--- config.mk ---
export PLATFORM = sky130hd
export DESIGN_NAME = fsd_decoder
export DESIGN_NICKNAME = d
export VERILOG_FILES = /design/src/core/fsd_pkg.sv /design/src/core/fsd_decoder.sv
export SDC_FILE = /design/constraint.sdc
export NUM_CORES = 1
export LEC_CHECK = 0
export ABC_AREA = 1
export BUFFER_PORTS_ARGS = -buffer_cell sky130_fd_sc_hd__buf_4
export CAP_MARGIN = 30
export CORE_ASPECT_RATIO = 1.25
export CORE_UTILIZATION = 50
export DETAILED_ROUTE_END_ITERATION = 8
export PLACE_DENSITY = 0.7
export SETUP_SLACK_MARGIN = 0.1
export SYNTH_ARGS = -nofsm -noshare
export SYNTH_HDL_FRONTEND = slang
export SYNTH_SLANG_ARGS = --single-unit
--- constraint.sdc ---
create_clock -name clk -period 6 [get_ports clk]
set_input_delay 0.3 -clock clk [delete_from_list [all_inputs] [get_ports clk]]
set_output_delay 0.3 -clock clk [all_outputs]
set_load 0.05 [all_outputs]
--- src/core/fsd_pkg.sv ---
// Constants, opcode encodings and types for the FPU store/subtract decoder
package fsd_pkg;

  // ==========================================================
  // Opcode bytes and modrm fields
  localparam logic [7:0] OPC_D8 = 8'hD8;
  localparam logic [7:0] OPC_D9 = 8'hD9;
  localparam logic [7:0] OPC_DA = 8'hDA;
  localparam logic [7:0] OPC_DB = 8'hDB;
  localparam logic [7:0] OPC_DC = 8'hDC;
  localparam logic [7:0] OPC_DD = 8'hDD;
  localparam logic [7:0] OPC_DE = 8'hDE;
  localparam logic [7:0] OPC_DF = 8'hDF;
  localparam logic [7:0] OPC_WAIT = 8'h9B;
  // Second bytes of the fixed two-byte forms
  localparam logic [7:0] MRM_TEST_ZERO = 8'hE4;
  localparam logic [7:0] MRM_CLASSIFY = 8'hE5;
  localparam logic [7:0] MRM_SPLIT = 8'hF4;
  localparam logic [7:0] MRM_LOG2 = 8'hF1;
  localparam logic [7:0] MRM_LOG2P1 = 8'hF9;
  localparam logic [7:0] MRM_STATUS_ACC = 8'hE0;
  localparam logic [7:0] MRM_CMP_POP2 = 8'hE9;
  // Register-form patterns on modrm[7:3]
  localparam logic [4:0] RF_STORE_POP = 5'h1B;
  localparam logic [4:0] RF_XCHG = 5'h19;
  localparam logic [4:0] RF_E0 = 5'h1C;
  localparam logic [4:0] RF_E1 = 5'h1D;
  localparam logic [1:0] MOD_REG = 2'h3;
  // Memory-form reg field values
  localparam logic [2:0] RG_2 = 3'h2;
  localparam logic [2:0] RG_3 = 3'h3;
  localparam logic [2:0] RG_4 = 3'h4;
  localparam logic [2:0] RG_5 = 3'h5;
  localparam logic [2:0] RG_6 = 3'h6;
  localparam logic [2:0] RG_7 = 3'h7;

  // ==========================================================
  // Clock counts, least and most
  localparam logic [7:0] C_STORE = 8'h02;
  localparam logic [7:0] C_BCD_MIN = 8'h39;
  localparam logic [7:0] C_BCD_MAX = 8'h3F;
  localparam logic [7:0] C_I32_MIN = 8'h08;
  localparam logic [7:0] C_I32_MAX = 8'h0D;
  localparam logic [7:0] C_I16_MIN = 8'h07;
  localparam logic [7:0] C_I16_MAX = 8'h0A;
  localparam logic [7:0] C_I64_MIN = 8'h0A;
  localparam logic [7:0] C_I64_MAX = 8'h0D;
  localparam logic [7:0] C_CW = 8'h03;
  localparam logic [7:0] C_CW_W = 8'h05;
  localparam logic [7:0] C_ENV_MIN = 8'h0C;
  localparam logic [7:0] C_ENV_MAX = 8'h16;
  localparam logic [7:0] C_ENV_W_MIN = 8'h0E;
  localparam logic [7:0] C_ENV_W_MAX = 8'h18;
  localparam logic [7:0] C_SW = 8'h04;
  localparam logic [7:0] C_SW_W = 8'h06;
  localparam logic [7:0] C_ACC = 8'h02;
  localparam logic [7:0] C_ACC_W = 8'h04;
  localparam logic [7:0] C_SUB_MIN = 8'h04;
  localparam logic [7:0] C_SUB_MAX = 8'h09;
  localparam logic [7:0] C_ISUB_MIN = 8'h0E;
  localparam logic [7:0] C_ISUB32_MAX = 8'h1D;
  localparam logic [7:0] C_ISUB16_MAX = 8'h1B;
  localparam logic [7:0] C_CMP = 8'h04;
  localparam logic [7:0] C_WAIT = 8'h02;
  localparam logic [7:0] C_XCHG = 8'h03;
  localparam logic [7:0] C_SPLIT_MIN = 8'h0B;
  localparam logic [7:0] C_SPLIT_MAX = 8'h10;
  localparam logic [7:0] C_LOG_MIN = 8'h91;
  localparam logic [7:0] C_LOG_MAX = 8'h9A;
  localparam logic [7:0] C_LOGP1_MIN = 8'h83;
  localparam logic [7:0] C_LOGP1_MAX = 8'h85;
  localparam logic [7:0] C_LOGP1_OOR = 8'hAA;

  // ==========================================================
  // Operation codes reported on completion
  typedef enum logic [5:0] {
    OP_ILLEGAL = 6'h00,
    OP_STORE_REAL_POP_REG = 6'h01,
    OP_STORE_EXT_POP = 6'h02,
    OP_STORE_DBL_POP = 6'h03,
    OP_STORE_SGL_POP = 6'h04,
    OP_STORE_DECIMAL_POP = 6'h05,
    OP_STORE_INT32 = 6'h06,
    OP_STORE_INT16 = 6'h07,
    OP_STORE_INT64_POP = 6'h08,
    OP_STORE_INT32_POP = 6'h09,
    OP_STORE_INT16_POP = 6'h0A,
    OP_STORE_CONTROL_WORD = 6'h0B,
    OP_STORE_ENVIRONMENT = 6'h0C,
    OP_STORE_STATUS = 6'h0D,
    OP_STORE_STATUS_ACC = 6'h0E,
    OP_SUB_INTO_REG = 6'h0F,
    OP_SUB_INTO_TOP = 6'h10,
    OP_SUB_DBL = 6'h11,
    OP_SUB_SGL = 6'h12,
    OP_SUB_POP = 6'h13,
    OP_SUBR_INTO_TOP = 6'h14,
    OP_SUBR_INTO_REG = 6'h15,
    OP_SUBR_DBL = 6'h16,
    OP_SUBR_SGL = 6'h17,
    OP_SUBR_POP = 6'h18,
    OP_ISUB32 = 6'h19,
    OP_ISUB16 = 6'h1A,
    OP_ISUBR32 = 6'h1B,
    OP_ISUBR16 = 6'h1C,
    OP_COMPARE_WITH_ZERO = 6'h1D,
    OP_UNORDERED_COMPARE = 6'h1E,
    OP_UNORDERED_COMPARE_POP = 6'h1F,
    OP_UNORDERED_COMPARE_POP_TWICE = 6'h20,
    OP_WAIT_NOT_BUSY = 6'h21,
    OP_CLASSIFY_OPERAND = 6'h22,
    OP_EXCHANGE_WITH_TOP = 6'h23,
    OP_SPLIT_EXPONENT = 6'h24,
    OP_SCALED_LOG2 = 6'h25,
    OP_SCALED_LOG2_PLUS_ONE = 6'h26
  } fsd_op_t;

  // Sequencer states
  typedef enum logic [1:0] {
    ST_IDLE = 2'b00,
    ST_WAIT = 2'b01,
    ST_EXEC = 2'b10
  } fsd_state_t;

endpackage : fsd_pkg

--- src/core/fsd_decoder.sv ---
// FPU store, subtract, compare and log instruction decoder and sequencer
// Function
// - Register store-and-pop copies top into register n, pops, 2 clocks.
// - Extended real memory store then pop, 2 clocks.
// - Double and single real memory store then pop, 2 clocks each.
// - Packed decimal store then pop, 57 to 63 clocks.
// - Integer store without pop: 32-bit 8-13, 16-bit 7-10 clocks.
// - Integer store with pop: 64-bit 10-13, 32 and 16 bit as above.
// - Control word store 3 clocks, 5 with wait prefix.
// - Environment store 12-22 clocks, 14-24 with wait prefix.
// - Status word store 4 clocks, 6 with wait prefix.
// - Status word to accumulator 2 clocks, 4 with wait prefix.
// - Real subtract forms, 4 to 9 clocks, pop form pops once.
// - Reverse real subtract forms, 4 to 9 clocks, pop form pops.
// - Integer subtract: 32-bit 14-29, 16-bit 14-27 clocks.
// - Reverse integer subtract, same clock ranges as forward.
// - Compare top with zero sets condition bits, 4 clocks.
// - Unordered compare 4 clocks, pop form pops once.
// - Compare with register one then pop twice, 4 clocks.
// - Wait opcode stalls until unit not busy, then 2 clocks.
// - Classify top into condition bits, 4 clocks.
// - Exchange top with register n, 3 clocks.
// - Split exponent: replace top, push significand, 11-16 clocks.
// - Scaled logs into register one then pop: 145-154 or 131-133.
// - Push decrements top pointer, pop increments; operands pre-execution.
// - Log-plus-one argument out of range falls back, 170 clocks.
`timescale 1ns/1ps
module fsd_decoder #(
  parameter int CNT_W = 8
) (
  // Clock and reset
  input wire logic clk,
  input wire logic rst_b,
  // Issue from the integer unit
  input wire logic issue_valid,
  input wire logic [7:0] issue_opcode,
  input wire logic [7:0] issue_modrm,
  input wire logic issue_wait,
  input wire logic [CNT_W-1:0] issue_extra,
  input wire logic arg_out_of_range,
  output logic issue_ready_q,
  output logic reject_q,
  // Floating-point unit state
  input wire logic unit_busy,
  // Completion
  output logic done_q,
  output fsd_pkg::fsd_op_t done_op_q,
  output logic [2:0] stack_reg_n_q,
  output logic [2:0] stack_top_q,
  output logic mem_store_q,
  output logic condition_code_load_q,
  output logic acc_load_q
);
  import fsd_pkg::*;

  // ==========================================================
  // Elaboration check: counts up to 170 need eight bits
  if (CNT_W < 8)
  begin : g_bad_width
    $error("fsd_decoder: CNT_W must be at least 8");
  end

  // ==========================================================
  // Decoding functions
  // Opcode and modrm into an operation code
  function automatic fsd_op_t decode_op(input logic [7:0] opc,
                                        input logic [7:0] mrm);
    logic is_reg;
    logic [4:0] rf;
    logic [2:0] rg;
    fsd_op_t op;
    is_reg = (mrm[7:6] == MOD_REG);
    rf = mrm[7:3];
    rg = mrm[5:3];
    op = OP_ILLEGAL;
    case (opc)
      OPC_DB:
        if (is_reg && rf == RF_STORE_POP) op = OP_STORE_REAL_POP_REG;
        else if (!is_reg && rg == RG_7) op = OP_STORE_EXT_POP;
        else if (!is_reg && rg == RG_2) op = OP_STORE_INT32;
        else if (!is_reg && rg == RG_3) op = OP_STORE_INT32_POP;
      OPC_DD:
        if (is_reg && rf == RF_E0) op = OP_UNORDERED_COMPARE;
        else if (is_reg && rf == RF_E1) op = OP_UNORDERED_COMPARE_POP;
        else if (!is_reg && rg == RG_3) op = OP_STORE_DBL_POP;
        else if (!is_reg && rg == RG_7) op = OP_STORE_STATUS;
      OPC_D9:
        if (mrm == MRM_TEST_ZERO) op = OP_COMPARE_WITH_ZERO;
        else if (mrm == MRM_CLASSIFY) op = OP_CLASSIFY_OPERAND;
        else if (mrm == MRM_SPLIT) op = OP_SPLIT_EXPONENT;
        else if (mrm == MRM_LOG2) op = OP_SCALED_LOG2;
        else if (mrm == MRM_LOG2P1) op = OP_SCALED_LOG2_PLUS_ONE;
        else if (is_reg && rf == RF_XCHG) op = OP_EXCHANGE_WITH_TOP;
        else if (!is_reg && rg == RG_3) op = OP_STORE_SGL_POP;
        else if (!is_reg && rg == RG_7) op = OP_STORE_CONTROL_WORD;
        else if (!is_reg && rg == RG_6) op = OP_STORE_ENVIRONMENT;
      OPC_DF:
        if (mrm == MRM_STATUS_ACC) op = OP_STORE_STATUS_ACC;
        else if (!is_reg && rg == RG_6) op = OP_STORE_DECIMAL_POP;
        else if (!is_reg && rg == RG_2) op = OP_STORE_INT16;
        else if (!is_reg && rg == RG_7) op = OP_STORE_INT64_POP;
        else if (!is_reg && rg == RG_3) op = OP_STORE_INT16_POP;
      OPC_DC:
        if (is_reg && rf == RF_E1) op = OP_SUB_INTO_REG;
        else if (is_reg && rf == RF_E0) op = OP_SUBR_INTO_TOP;
        else if (!is_reg && rg == RG_4) op = OP_SUB_DBL;
        else if (!is_reg && rg == RG_5) op = OP_SUBR_DBL;
      OPC_D8:
        if (is_reg && rf == RF_E0) op = OP_SUB_INTO_TOP;
        else if (is_reg && rf == RF_E1) op = OP_SUBR_INTO_REG;
        else if (!is_reg && rg == RG_4) op = OP_SUB_SGL;
        else if (!is_reg && rg == RG_5) op = OP_SUBR_SGL;
      OPC_DE:
        if (is_reg && rf == RF_E1) op = OP_SUB_POP;
        else if (is_reg && rf == RF_E0) op = OP_SUBR_POP;
        else if (!is_reg && rg == RG_4) op = OP_ISUB16;
        else if (!is_reg && rg == RG_5) op = OP_ISUBR16;
      OPC_DA:
        if (mrm == MRM_CMP_POP2) op = OP_UNORDERED_COMPARE_POP_TWICE;
        else if (!is_reg && rg == RG_4) op = OP_ISUB32;
        else if (!is_reg && rg == RG_5) op = OP_ISUBR32;
      OPC_WAIT: op = OP_WAIT_NOT_BUSY;
      default: op = OP_ILLEGAL;
    endcase
    return op;
  endfunction : decode_op

  // Least and most clocks as {min, max}
  function automatic logic [15:0] clock_span(input fsd_op_t op,
                                             input logic w,
                                             input logic oor);
    case (op)
      OP_STORE_REAL_POP_REG, OP_STORE_EXT_POP, OP_STORE_DBL_POP,
      OP_STORE_SGL_POP: return {C_STORE, C_STORE};
      OP_STORE_DECIMAL_POP: return {C_BCD_MIN, C_BCD_MAX};
      OP_STORE_INT32, OP_STORE_INT32_POP:
        return {C_I32_MIN, C_I32_MAX};
      OP_STORE_INT16, OP_STORE_INT16_POP:
        return {C_I16_MIN, C_I16_MAX};
      OP_STORE_INT64_POP: return {C_I64_MIN, C_I64_MAX};
      OP_STORE_CONTROL_WORD:
        return w ? {C_CW_W, C_CW_W} : {C_CW, C_CW};
      OP_STORE_ENVIRONMENT:
        return w ? {C_ENV_W_MIN, C_ENV_W_MAX} : {C_ENV_MIN, C_ENV_MAX};
      OP_STORE_STATUS:
        return w ? {C_SW_W, C_SW_W} : {C_SW, C_SW};
      OP_STORE_STATUS_ACC:
        return w ? {C_ACC_W, C_ACC_W} : {C_ACC, C_ACC};
      OP_ISUB32, OP_ISUBR32:
        return {C_ISUB_MIN, C_ISUB32_MAX};
      OP_ISUB16, OP_ISUBR16:
        return {C_ISUB_MIN, C_ISUB16_MAX};
      OP_COMPARE_WITH_ZERO, OP_UNORDERED_COMPARE,
      OP_UNORDERED_COMPARE_POP, OP_UNORDERED_COMPARE_POP_TWICE,
      OP_CLASSIFY_OPERAND: return {C_CMP, C_CMP};
      OP_WAIT_NOT_BUSY: return {C_WAIT, C_WAIT};
      OP_EXCHANGE_WITH_TOP: return {C_XCHG, C_XCHG};
      OP_SPLIT_EXPONENT: return {C_SPLIT_MIN, C_SPLIT_MAX};
      OP_SCALED_LOG2: return {C_LOG_MIN, C_LOG_MAX};
      OP_SCALED_LOG2_PLUS_ONE:
        return oor ? {C_LOGP1_OOR, C_LOGP1_OOR} : {C_LOGP1_MIN, C_LOGP1_MAX};
      default: return {C_SUB_MIN, C_SUB_MAX};
    endcase
  endfunction : clock_span

  // Effects {pops[1:0], push, mem store, condition load, acc load}
  function automatic logic [5:0] op_effect(input fsd_op_t op);
    case (op)
      OP_STORE_REAL_POP_REG, OP_SUB_POP, OP_SUBR_POP,
      OP_SCALED_LOG2, OP_SCALED_LOG2_PLUS_ONE: return 6'h10;
      OP_STORE_EXT_POP, OP_STORE_DBL_POP, OP_STORE_SGL_POP,
      OP_STORE_DECIMAL_POP, OP_STORE_INT64_POP, OP_STORE_INT32_POP,
      OP_STORE_INT16_POP: return 6'h14;
      OP_STORE_INT32, OP_STORE_INT16, OP_STORE_CONTROL_WORD,
      OP_STORE_ENVIRONMENT, OP_STORE_STATUS: return 6'h04;
      OP_STORE_STATUS_ACC: return 6'h01;
      OP_COMPARE_WITH_ZERO, OP_UNORDERED_COMPARE,
      OP_CLASSIFY_OPERAND: return 6'h02;
      OP_UNORDERED_COMPARE_POP: return 6'h12;
      OP_UNORDERED_COMPARE_POP_TWICE: return 6'h22;
      OP_SPLIT_EXPONENT: return 6'h08;
      default: return 6'h00;
    endcase
  endfunction : op_effect

  // ==========================================================
  // Issue decode and length selection
  fsd_state_t state_q;
  fsd_op_t op_q;
  fsd_op_t dec_op;
  logic [CNT_W-1:0] cnt_q;
  logic [CNT_W-1:0] len_q;
  logic wait_q;
  logic oor_q;
  logic dec_wait;
  logic dec_bad;
  logic fire;
  logic [15:0] dec_span;
  logic [CNT_W-1:0] dec_min;
  logic [CNT_W-1:0] dec_rng;
  logic [CNT_W-1:0] dec_len;
  logic [5:0] eff;
  logic [2:0] top_d;
  logic last;

  assign dec_op = decode_op(issue_opcode, issue_modrm);
  assign dec_bad = (dec_op == OP_ILLEGAL);
  assign dec_wait = issue_wait | (dec_op == OP_WAIT_NOT_BUSY);
  assign dec_span = clock_span(dec_op, issue_wait, arg_out_of_range);
  assign dec_min = CNT_W'(dec_span[15:8]);
  assign dec_rng = CNT_W'(dec_span[7:0]) - dec_min;
  // Data-dependent extra clocks, clamped so the range is never exceeded
  assign dec_len = dec_min + ((issue_extra > dec_rng) ? dec_rng : issue_extra);
  assign fire = issue_valid & issue_ready_q;

  // Completion effects; pointer moves once, at the end
  assign eff = op_effect(op_q);
  assign top_d = stack_top_q + {1'b0, eff[5:4]} - {2'b00, eff[3]};
  assign last = (state_q == ST_EXEC) && (cnt_q == CNT_W'(1));

  // ==========================================================
  // Sequencer: accept, optional wait for idle unit, then count down
  always_ff @(posedge clk)
  begin
    if (!rst_b)
    begin
      state_q <= ST_IDLE;
      issue_ready_q <= 1'b0;
      reject_q <= 1'b0;
      op_q <= OP_ILLEGAL;
      cnt_q <= '0;
      len_q <= '0;
      wait_q <= 1'b0;
      oor_q <= 1'b0;
      stack_reg_n_q <= 3'h0;
    end
    else
    begin
      reject_q <= fire & dec_bad;
      case (state_q)
        ST_IDLE:
        begin
          issue_ready_q <= 1'b1;
          if (fire && !dec_bad)
          begin
            op_q <= dec_op;
            stack_reg_n_q <= issue_modrm[2:0];
            cnt_q <= dec_len - CNT_W'(1);
            len_q <= CNT_W'(1);
            wait_q <= dec_wait;
            oor_q <= arg_out_of_range;
            issue_ready_q <= 1'b0;
            state_q <= dec_wait ? ST_WAIT : ST_EXEC;
          end
        end
        // Hold until the rest of the unit has drained
        ST_WAIT:
          if (!unit_busy) state_q <= ST_EXEC;
        ST_EXEC:
        begin
          len_q <= len_q + CNT_W'(1);
          cnt_q <= cnt_q - CNT_W'(1);
          if (last)
          begin
            state_q <= ST_IDLE;
            issue_ready_q <= 1'b1;
          end
        end
        default: state_q <= ST_IDLE;
      endcase
    end
  end

  // ==========================================================
  // Completion outputs, one-cycle pulses plus the held operation code and stack pointer
  always_ff @(posedge clk)
  begin
    if (!rst_b)
    begin
      done_q <= 1'b0;
      done_op_q <= OP_ILLEGAL;
      stack_top_q <= 3'h0;
      mem_store_q <= 1'b0;
      condition_code_load_q <= 1'b0;
      acc_load_q <= 1'b0;
    end
    else
    begin
      done_q <= last;
      mem_store_q <= last & eff[2];
      condition_code_load_q <= last & eff[1];
      acc_load_q <= last & eff[0];
      if (last)
      begin
        done_op_q <= op_q;
        stack_top_q <= top_d;
      end
    end
  end
endmodule : fsd_decoder

# --- Yosys cells after proc, flatten, opt, wreduce, memory -nomap -nowiden ---
# Memories as Yosys holds them, arrays and structs flattened. A register that Yosys moved wholly into a read port is not among the register bits.
# Index checks and enable logic that the tools add are counted.
totals:
  mem_bits_ro: 384
  register_bits: 34
  mem_count: 1
  inputBits: 30
  word_cells: 171
mem_list:
  columns: ["memory", "depth", "word_bits", "read_ports", "rd_clocked_by_memory_dff", "wr", "line", "rtl"]
  rows:
  - ["(name not given)", 64, 6, 1, 1, 0, "fsd_decoder.sv:168", "case (op)"]
op_classes:
  add_sub_neg: 6
  n_bitwise: 6
  n_eq_ne: 61
  reduce_logical: 27
  n_mux: 57
  order_cmp: 1
ops:
  columns: ["cell", "n"]
  rows:
  - ["$pmux 16 s16", 1]
  - ["$eq 8x8->1 const B", 16]
  - ["$mux 5", 16]
  - ["$mux 4", 14]
  - ["$mux 6", 9]
  - ["$pmux 6 s9", 1]
  - ["$eq 6x4->1 const B", 7]
  - ["$eq 6x5->1 const B", 7]
  - ["$eq 6x6->1 const B", 7]
  - ["$eq 6x3->1 const B", 4]
  - ["$mux 11", 2]
  - ["$eq 5x5->1 const B", 4]
  - ["$mux 10", 2]
  - ["$mux 8", 2]
  - ["$pmux 8 s2", 1]
  - ["$sub 8x1->8 const B", 2]
  - ["$mux 14", 1]
  - ["$eq 3x3->1 const B", 4]
  - ["$eq 6x2->1 const B", 2]
  - ["$logic_and 1x1->1", 12]
  - ["$reduce_or 5->1", 2]
  - ["$add 8x8->8", 1]
  - ["$eq 8x1->1 const B", 1]
  - ["$gt 8x8->1", 1]
  - ["other kinds (21)", 39]

# --- Depth between registers and ports, before layout ---
logic_depth:
  word_depth: 23
  depth_mapped: 52
  depth_no_buf: 52

# --- Worst setup path after synthesis ---
# OpenSTA, ideal clock, no wires.
synth_timing:
  kind: "in2reg"
  startpoint: "in issue_modrm[6]"
  endpoint: "reg cnt_q[7]"
  path_stages: 47
  n_path_buf: 0
  setup_time_ns: 0.119
  arrival_ns: 6.046
  setup_slack_ns: -0.165
  required_time_ns: 5.881
  path_cell_list: "nand2_2 inv_1 nand2_4 nor2_1 nand3_1 nand3_1 nor2_1 nand3_4 nand2_1 inv_2 nand3_1 nor2_1 inv_2 nand2_1 nor2_1 nand3_1 nor2_1 nand2_1 [11 not listed] o211ai_1 nand2_1 inv_1 o21ai_0 ha_1 inv_1 ha_1 fa_1 a21oi_1 o21bai_1 a21oi_1 nor2_1 nor2_1 xnor3_1 nor2_1 nor2_1 nand2_1 a21oi_1"
synth_via:
  elab_chain_cells: 23
synth_rtl:
  columns: ["element", "line", "rtl"]
  rows:
  - ["from (decl)", "fsd_decoder.sv:37", "input wire logic [7:0] issue_modrm,"]
  - ["$eq 2x2->1", "fsd_decoder.sv:72", "is_reg = (mrm[7:6] == MOD_REG);"]
  - ["$logic_not 1->1", null, null]
  - ["$logic_and 1x1->1", "fsd_decoder.sv:96, fsd_decoder.sv:99", null]
  - ["$mux 4", "fsd_decoder.sv:96", "else if (!is_reg && rg == RG_6) op = OP_STORE_ENVIRONMENT;"]
  - ["$mux 4", "fsd_decoder.sv:95", "else if (!is_reg && rg == RG_7) op = OP_STORE_CONTROL_WORD;"]
  - ["$mux 4", "fsd_decoder.sv:94", "else if (!is_reg && rg == RG_3) op = OP_STORE_SGL_POP;"]
  - ["$mux 6", "fsd_decoder.sv:93", "else if (is_reg && rf == RF_XCHG) op = OP_EXCHANGE_WITH_TOP;"]
  - ["$mux 6", "fsd_decoder.sv:92", "else if (mrm == MRM_LOG2P1) op = OP_SCALED_LOG2_PLUS_ONE;"]
  - ["[7 not listed]", null, null]
  - ["$pmux 16 s16", "fsd_decoder.sv:132", "case (op)"]
  - ["$sub 8x8->8", "fsd_decoder.sv:211", "assign dec_rng = CNT_W'(dec_span[7:0]) - dec_min;"]
  - ["$gt 8x8->1", "fsd_decoder.sv:213", "assign dec_len = dec_min + ((issue_extra > dec_rng) ? dec_rng : issue_extra);"]
  - ["$mux 8", "fsd_decoder.sv:213", null]
  - ["$add 8x8->8", "fsd_decoder.sv:213", null]
  - ["$sub 8x1->8", "fsd_decoder.sv:248", "cnt_q <= dec_len - CNT_W'(1);"]
  - ["$mux 8", "fsd_decoder.sv:244", "if (fire && !dec_bad)"]
  - ["$pmux 8 s2", "fsd_decoder.sv:240", "case (state_q)"]
  - ["to (signal assigned)", "fsd_decoder.sv:248", null]
  - ["to (signal assigned)", "fsd_decoder.sv:262", "cnt_q <= cnt_q - CNT_W'(1);"]
  - ["to (decl)", "fsd_decoder.sv:191", "logic [CNT_W-1:0] cnt_q;"]
# Every way passes the cells marked *; elsewhere a longest branch is shown, timed or not. The select of a mux whose other input is x is not followed.
# A chain may end at the register's enable or synchronous reset.

# --- Final worst setup path ---
layout_timing:
  startpoint: "in issue_opcode[6]"
  endpoint: "reg cnt_q[7]"
layout_via:
  elab_chain_cells: 12
layout_rtl:
  columns: ["element", "line", "rtl"]
  rows:
  - ["from (decl)", "fsd_decoder.sv:36", "input wire logic [7:0] issue_opcode,"]
  - ["$eq 8x8->1", "fsd_decoder.sv:76", "case (opc)"]
  - ["$pmux 6 s9 *", "fsd_decoder.sv:76", null]
  - ["$eq 6x6->1 (tied with other cells)", "fsd_decoder.sv:132", null]
  - ["$reduce_or 5->1 (no source line) (tied with other cells)", null, null]
  - ["$pmux 16 s16", "fsd_decoder.sv:132", null]
  - ["$sub 8x8->8", "fsd_decoder.sv:211", null]
  - ["$gt 8x8->1", "fsd_decoder.sv:213", null]
  - ["$mux 8", "fsd_decoder.sv:213", null]
  - ["$add 8x8->8", "fsd_decoder.sv:213", null]
  - ["$sub 8x1->8", "fsd_decoder.sv:248", null]
  - ["$mux 8", "fsd_decoder.sv:244", null]
  - ["$pmux 8 s2", "fsd_decoder.sv:240", null]
# Marked as above.

==> results.json <==
{
  "cts_tree": "yes",
  "instances_no_fill": 977,
  "coreArea_mm2": 0.00829,
  "synth_area_per_cell_um2": 6.16,
  "num-nets-final": 944,
  "drtIter0Drc": 282,
  "violations": "setup timing",
  "dp_cells": 949,
  "io_buffer_count": 47,
  "switching_share_pct": 38.3,
  "period_share_pct": 102,
  "grt_overflow_total": 0,
  "dp_hpwl_um": 11100,
  "fmax_mhz": 164,
  "seqPwrFrac_pct": 31.8,
  "crit_buf_inv": 8,
  "grt_pass1_vias": 5003,
  "layout_commonest_cell": "buf_4",
  "ir_worst_vdd_mv": 0.101,
  "crit_fanout": 7,
  "drc": 0,
  "outcome": "complete, but fails checks",
  "cp.required_ns": 6.19,
  "p_clk_share_pct": 23.6,
  "drv_slew": 0,
  "die-width_um": 85.1,
  "power_per_cell_area_mw_per_mm2": 152,
  "cts_buffer_depth": 2,
  "initial_core_util_pct": 52.0,
  "numCtsBuffers": 5,
  "start_kind": "input pin",
  "grtUsageTotal_pct": 30.4,
  "maxCapViolations": 0,
  "synth-seq-area-share_pct": 18.6,
  "p_leak_uw": 0.00339,
  "grt.busiest_layer": "met2",
  "grt_max_degree": 28,
  "rows": 37,
  "worstSkewPairLatency_ns": 0.30,
  "pin_count": 48,
  "grt_setup_unrepaired": "yes",
  "clkTransAtPathRegs_ns": 0.08,
  "use_met2_pct": 58.6,
  "layout_common_cells": "buf_4 (169), nand2_1 (128), inv_1 (106), nor2_1 (72), dfxtp_1 (40)",
  "gp_congestion": 0.969,
  "worstSetupPathType": "in -> reg",
  "use_met3_pct": 4.23,
  "drive_gt1_share_pct": 38.2,
  "dieArea_mm2": 0.00900,
  "route.vias.total": 5187,
  "async_reset_ff_share_pct": 0,
  "setup_viol": 1,
  "grt_antenna_before_repair": 0,
  "p_int_uw": 594,
  "worst_slack_ns": -0.0943,
  "finalCriticalPeriod_ns": 6.09,
  "hold_class": "in -> reg",
  "slowest_stage": "fa_2",
  "worstMarginPinSlew_ns": 0.735,
  "cp_data_arrival_time_ns": 6.29,
  "slew_headroom_pct": 50.8,
  "syn-num-nets": 765,
  "end_kind": "flop",
  "switching_power_uw": 369,
  "postSynthCellCount": 700,
  "drt-wirelength-per-cell_um": 14.3,
  "yosys_warnings": 0,
  "setup_tns_ns": -0.0943,
  "htreeDepth": 2,
  "max_stage_delay_ns": 0.38,
  "ys.flop_type": "dfxtp_1",
  "synth_edf_count": 0,
  "finClkSkew_ns": 0.00498,
  "hold_violations": 0,
  "hold_slack_ns": 0.305,
  "dr.pass1.iters": 7,
  "grt_pass1_wl_um": 21900,
  "cp_top_family": "simple AND/OR/NAND/NOR gates",
  "area.growth.synth_to_final_pct": 46.6,
  "p_total_uw": 963,
  "antenna_left": 0,
  "wl_um": 14000,
  "utilization_pct": 76.3,
  "cts_hold_buf": 0,
  "met1_usage_pct": 30.7,
  "vias_per_cell": 5.31,
  "syn_area_mm2": 0.00431,
  "combinationalPowerShare_pct": 44.6,
  "clockRootBuffer": "clkbuf_8",
  "num_antenna_cells": 0,
  "ys_types": 48,
  "ys_ff_latch": 40,
  "die_h_um": 106,
  "crit_top_cell": "nand2_2",
  "numClockSinks": 40
}
-- cells by family (layout without fill, tap and decap cells) --
group	after synthesis	in the layout	share of synthesized area (%)
and+or+nand+nor	371	371	42.2
buffers and inverters	133	313	11.9
AOI/OAI and AO/OA	112	112	14.4
DFF	40	40	18.6
adders and majority gates	35	35	10.7
xor gates and xnor gates	9	9	2.15
-- synthesized netlist by cell type, types with 4 or more instances --
master | number | area share [%]
nand2_1 | 150 | 13
inv_1 | 115 | 10
nor2_1 | 92 | 8.0
a21oi_1 | 47 | 5.5
nand3_1 | 43 | 5.0
o21ai_0 | 41 | 4.8
dfxtp_1 | 40 | 19
ha_1 | 32 | 9.3
nor3_1 | 15 | 1.7
nand4_1 | 14 | 2.0
inv_2 | 9 | 0.78
nand3_2 | 9 | 2.1
nand2_2 | 8 | 1.2
nor2_2 | 8 | 1.2
xor2_1 | 7 | 1.4
nor2_4 | 6 | 1.6
nand2_4 | 5 | 1.3
clkbuf_1 | 4 | 0.35
nand3_4 | 4 | 1.6
nor4_1 | 4 | 0.58
-- per-layer routing --
layer | routed length [um] | part of all wire [%]
met2 | 7520 | 54
met3 | 515 | 3.7
met1 | 5260 | 38
met5 | 0 | 0
met4 | 723 | 5.2
-- stage by stage --
step	area, um2	setup WS (ns)
final	6320	-0.0943
after global placement	5640	-0.385
after detailed placement	5640	-0.638
after global routing	6320	-0.500
after floorplan	4330	0.114
after CTS	5850	-0.0144
-- flip-flops by register name, summed over array words and instances, names as in the netlist, 2 cells and up --
signal and flops:
cnt_q 8, done_op_q 6, eff 6, op_q 6, stack_reg_n_q 3, stack_top_q 3
state_q 2
-- what timing repair did --
| item | in CTS | in global routing |
|---|---|---|
| setup endpoints to repair | 4 | 5 |
| gates resized for setup | 17 | 103 |
| pin swaps | 8 | 37 |
| setup buffers | 6 | 14 |
-- power by group through the flow --
stage	registers, uW	logic (uW)	clock network (uW)
2_1_floorplan	324	260	0
3_3_place_gp	310	392	0
3_5_place_dp	312	401	0
4_1_cts	306	408	228
5_1_grt	309	486	239
6_report	307	430	227
-- path summary, 6_finish.rpt --
kind | startpoint | end | slack [ns] | depth (start not counted)
min reg2reg | eff[1] | condition_code_load_q | 0.41 | 2
max | issue_opcode[6] | cnt_q[7] | -0.09 | 46
min | issue_valid | reject_q | 0.30 | 3
max reg2reg | state_q[0] | eff[4] | 3.61 | 14
-- cell type report --
| cell class | instances | area [um2] |
|---|---|---|
| Sequential cell | 40 | 801 |
| Timing Repair Buffer | 180 | 1430 |
| Tap cell | 97 | 121 |
| Inverter | 125 | 484 |
| Clock buffer | 5 | 68.8 |
| Multi-Input combinational cell | 527 | 3380 |
| Clock inverter | 3 | 46.3 |
| Fill cell | 669 | 1960 |
-- worst reg2reg max path: stages (launching register included) --
cell     delay [ns]
dfxtp_1        0.34
nor2_1         0.33
nand3_2        0.35
inv_1          0.37
nand2_1        0.13
nand3_2        0.14
inv_1          0.06
ha_1           0.19
inv_1          0.06
nand2_1        0.05
nor2_1         0.09
nor2_1         0.05
nand2_1        0.06
nand2_1        0.05
nand2_1        0.08
No activity file was read; power rests on OpenSTA's default activity.
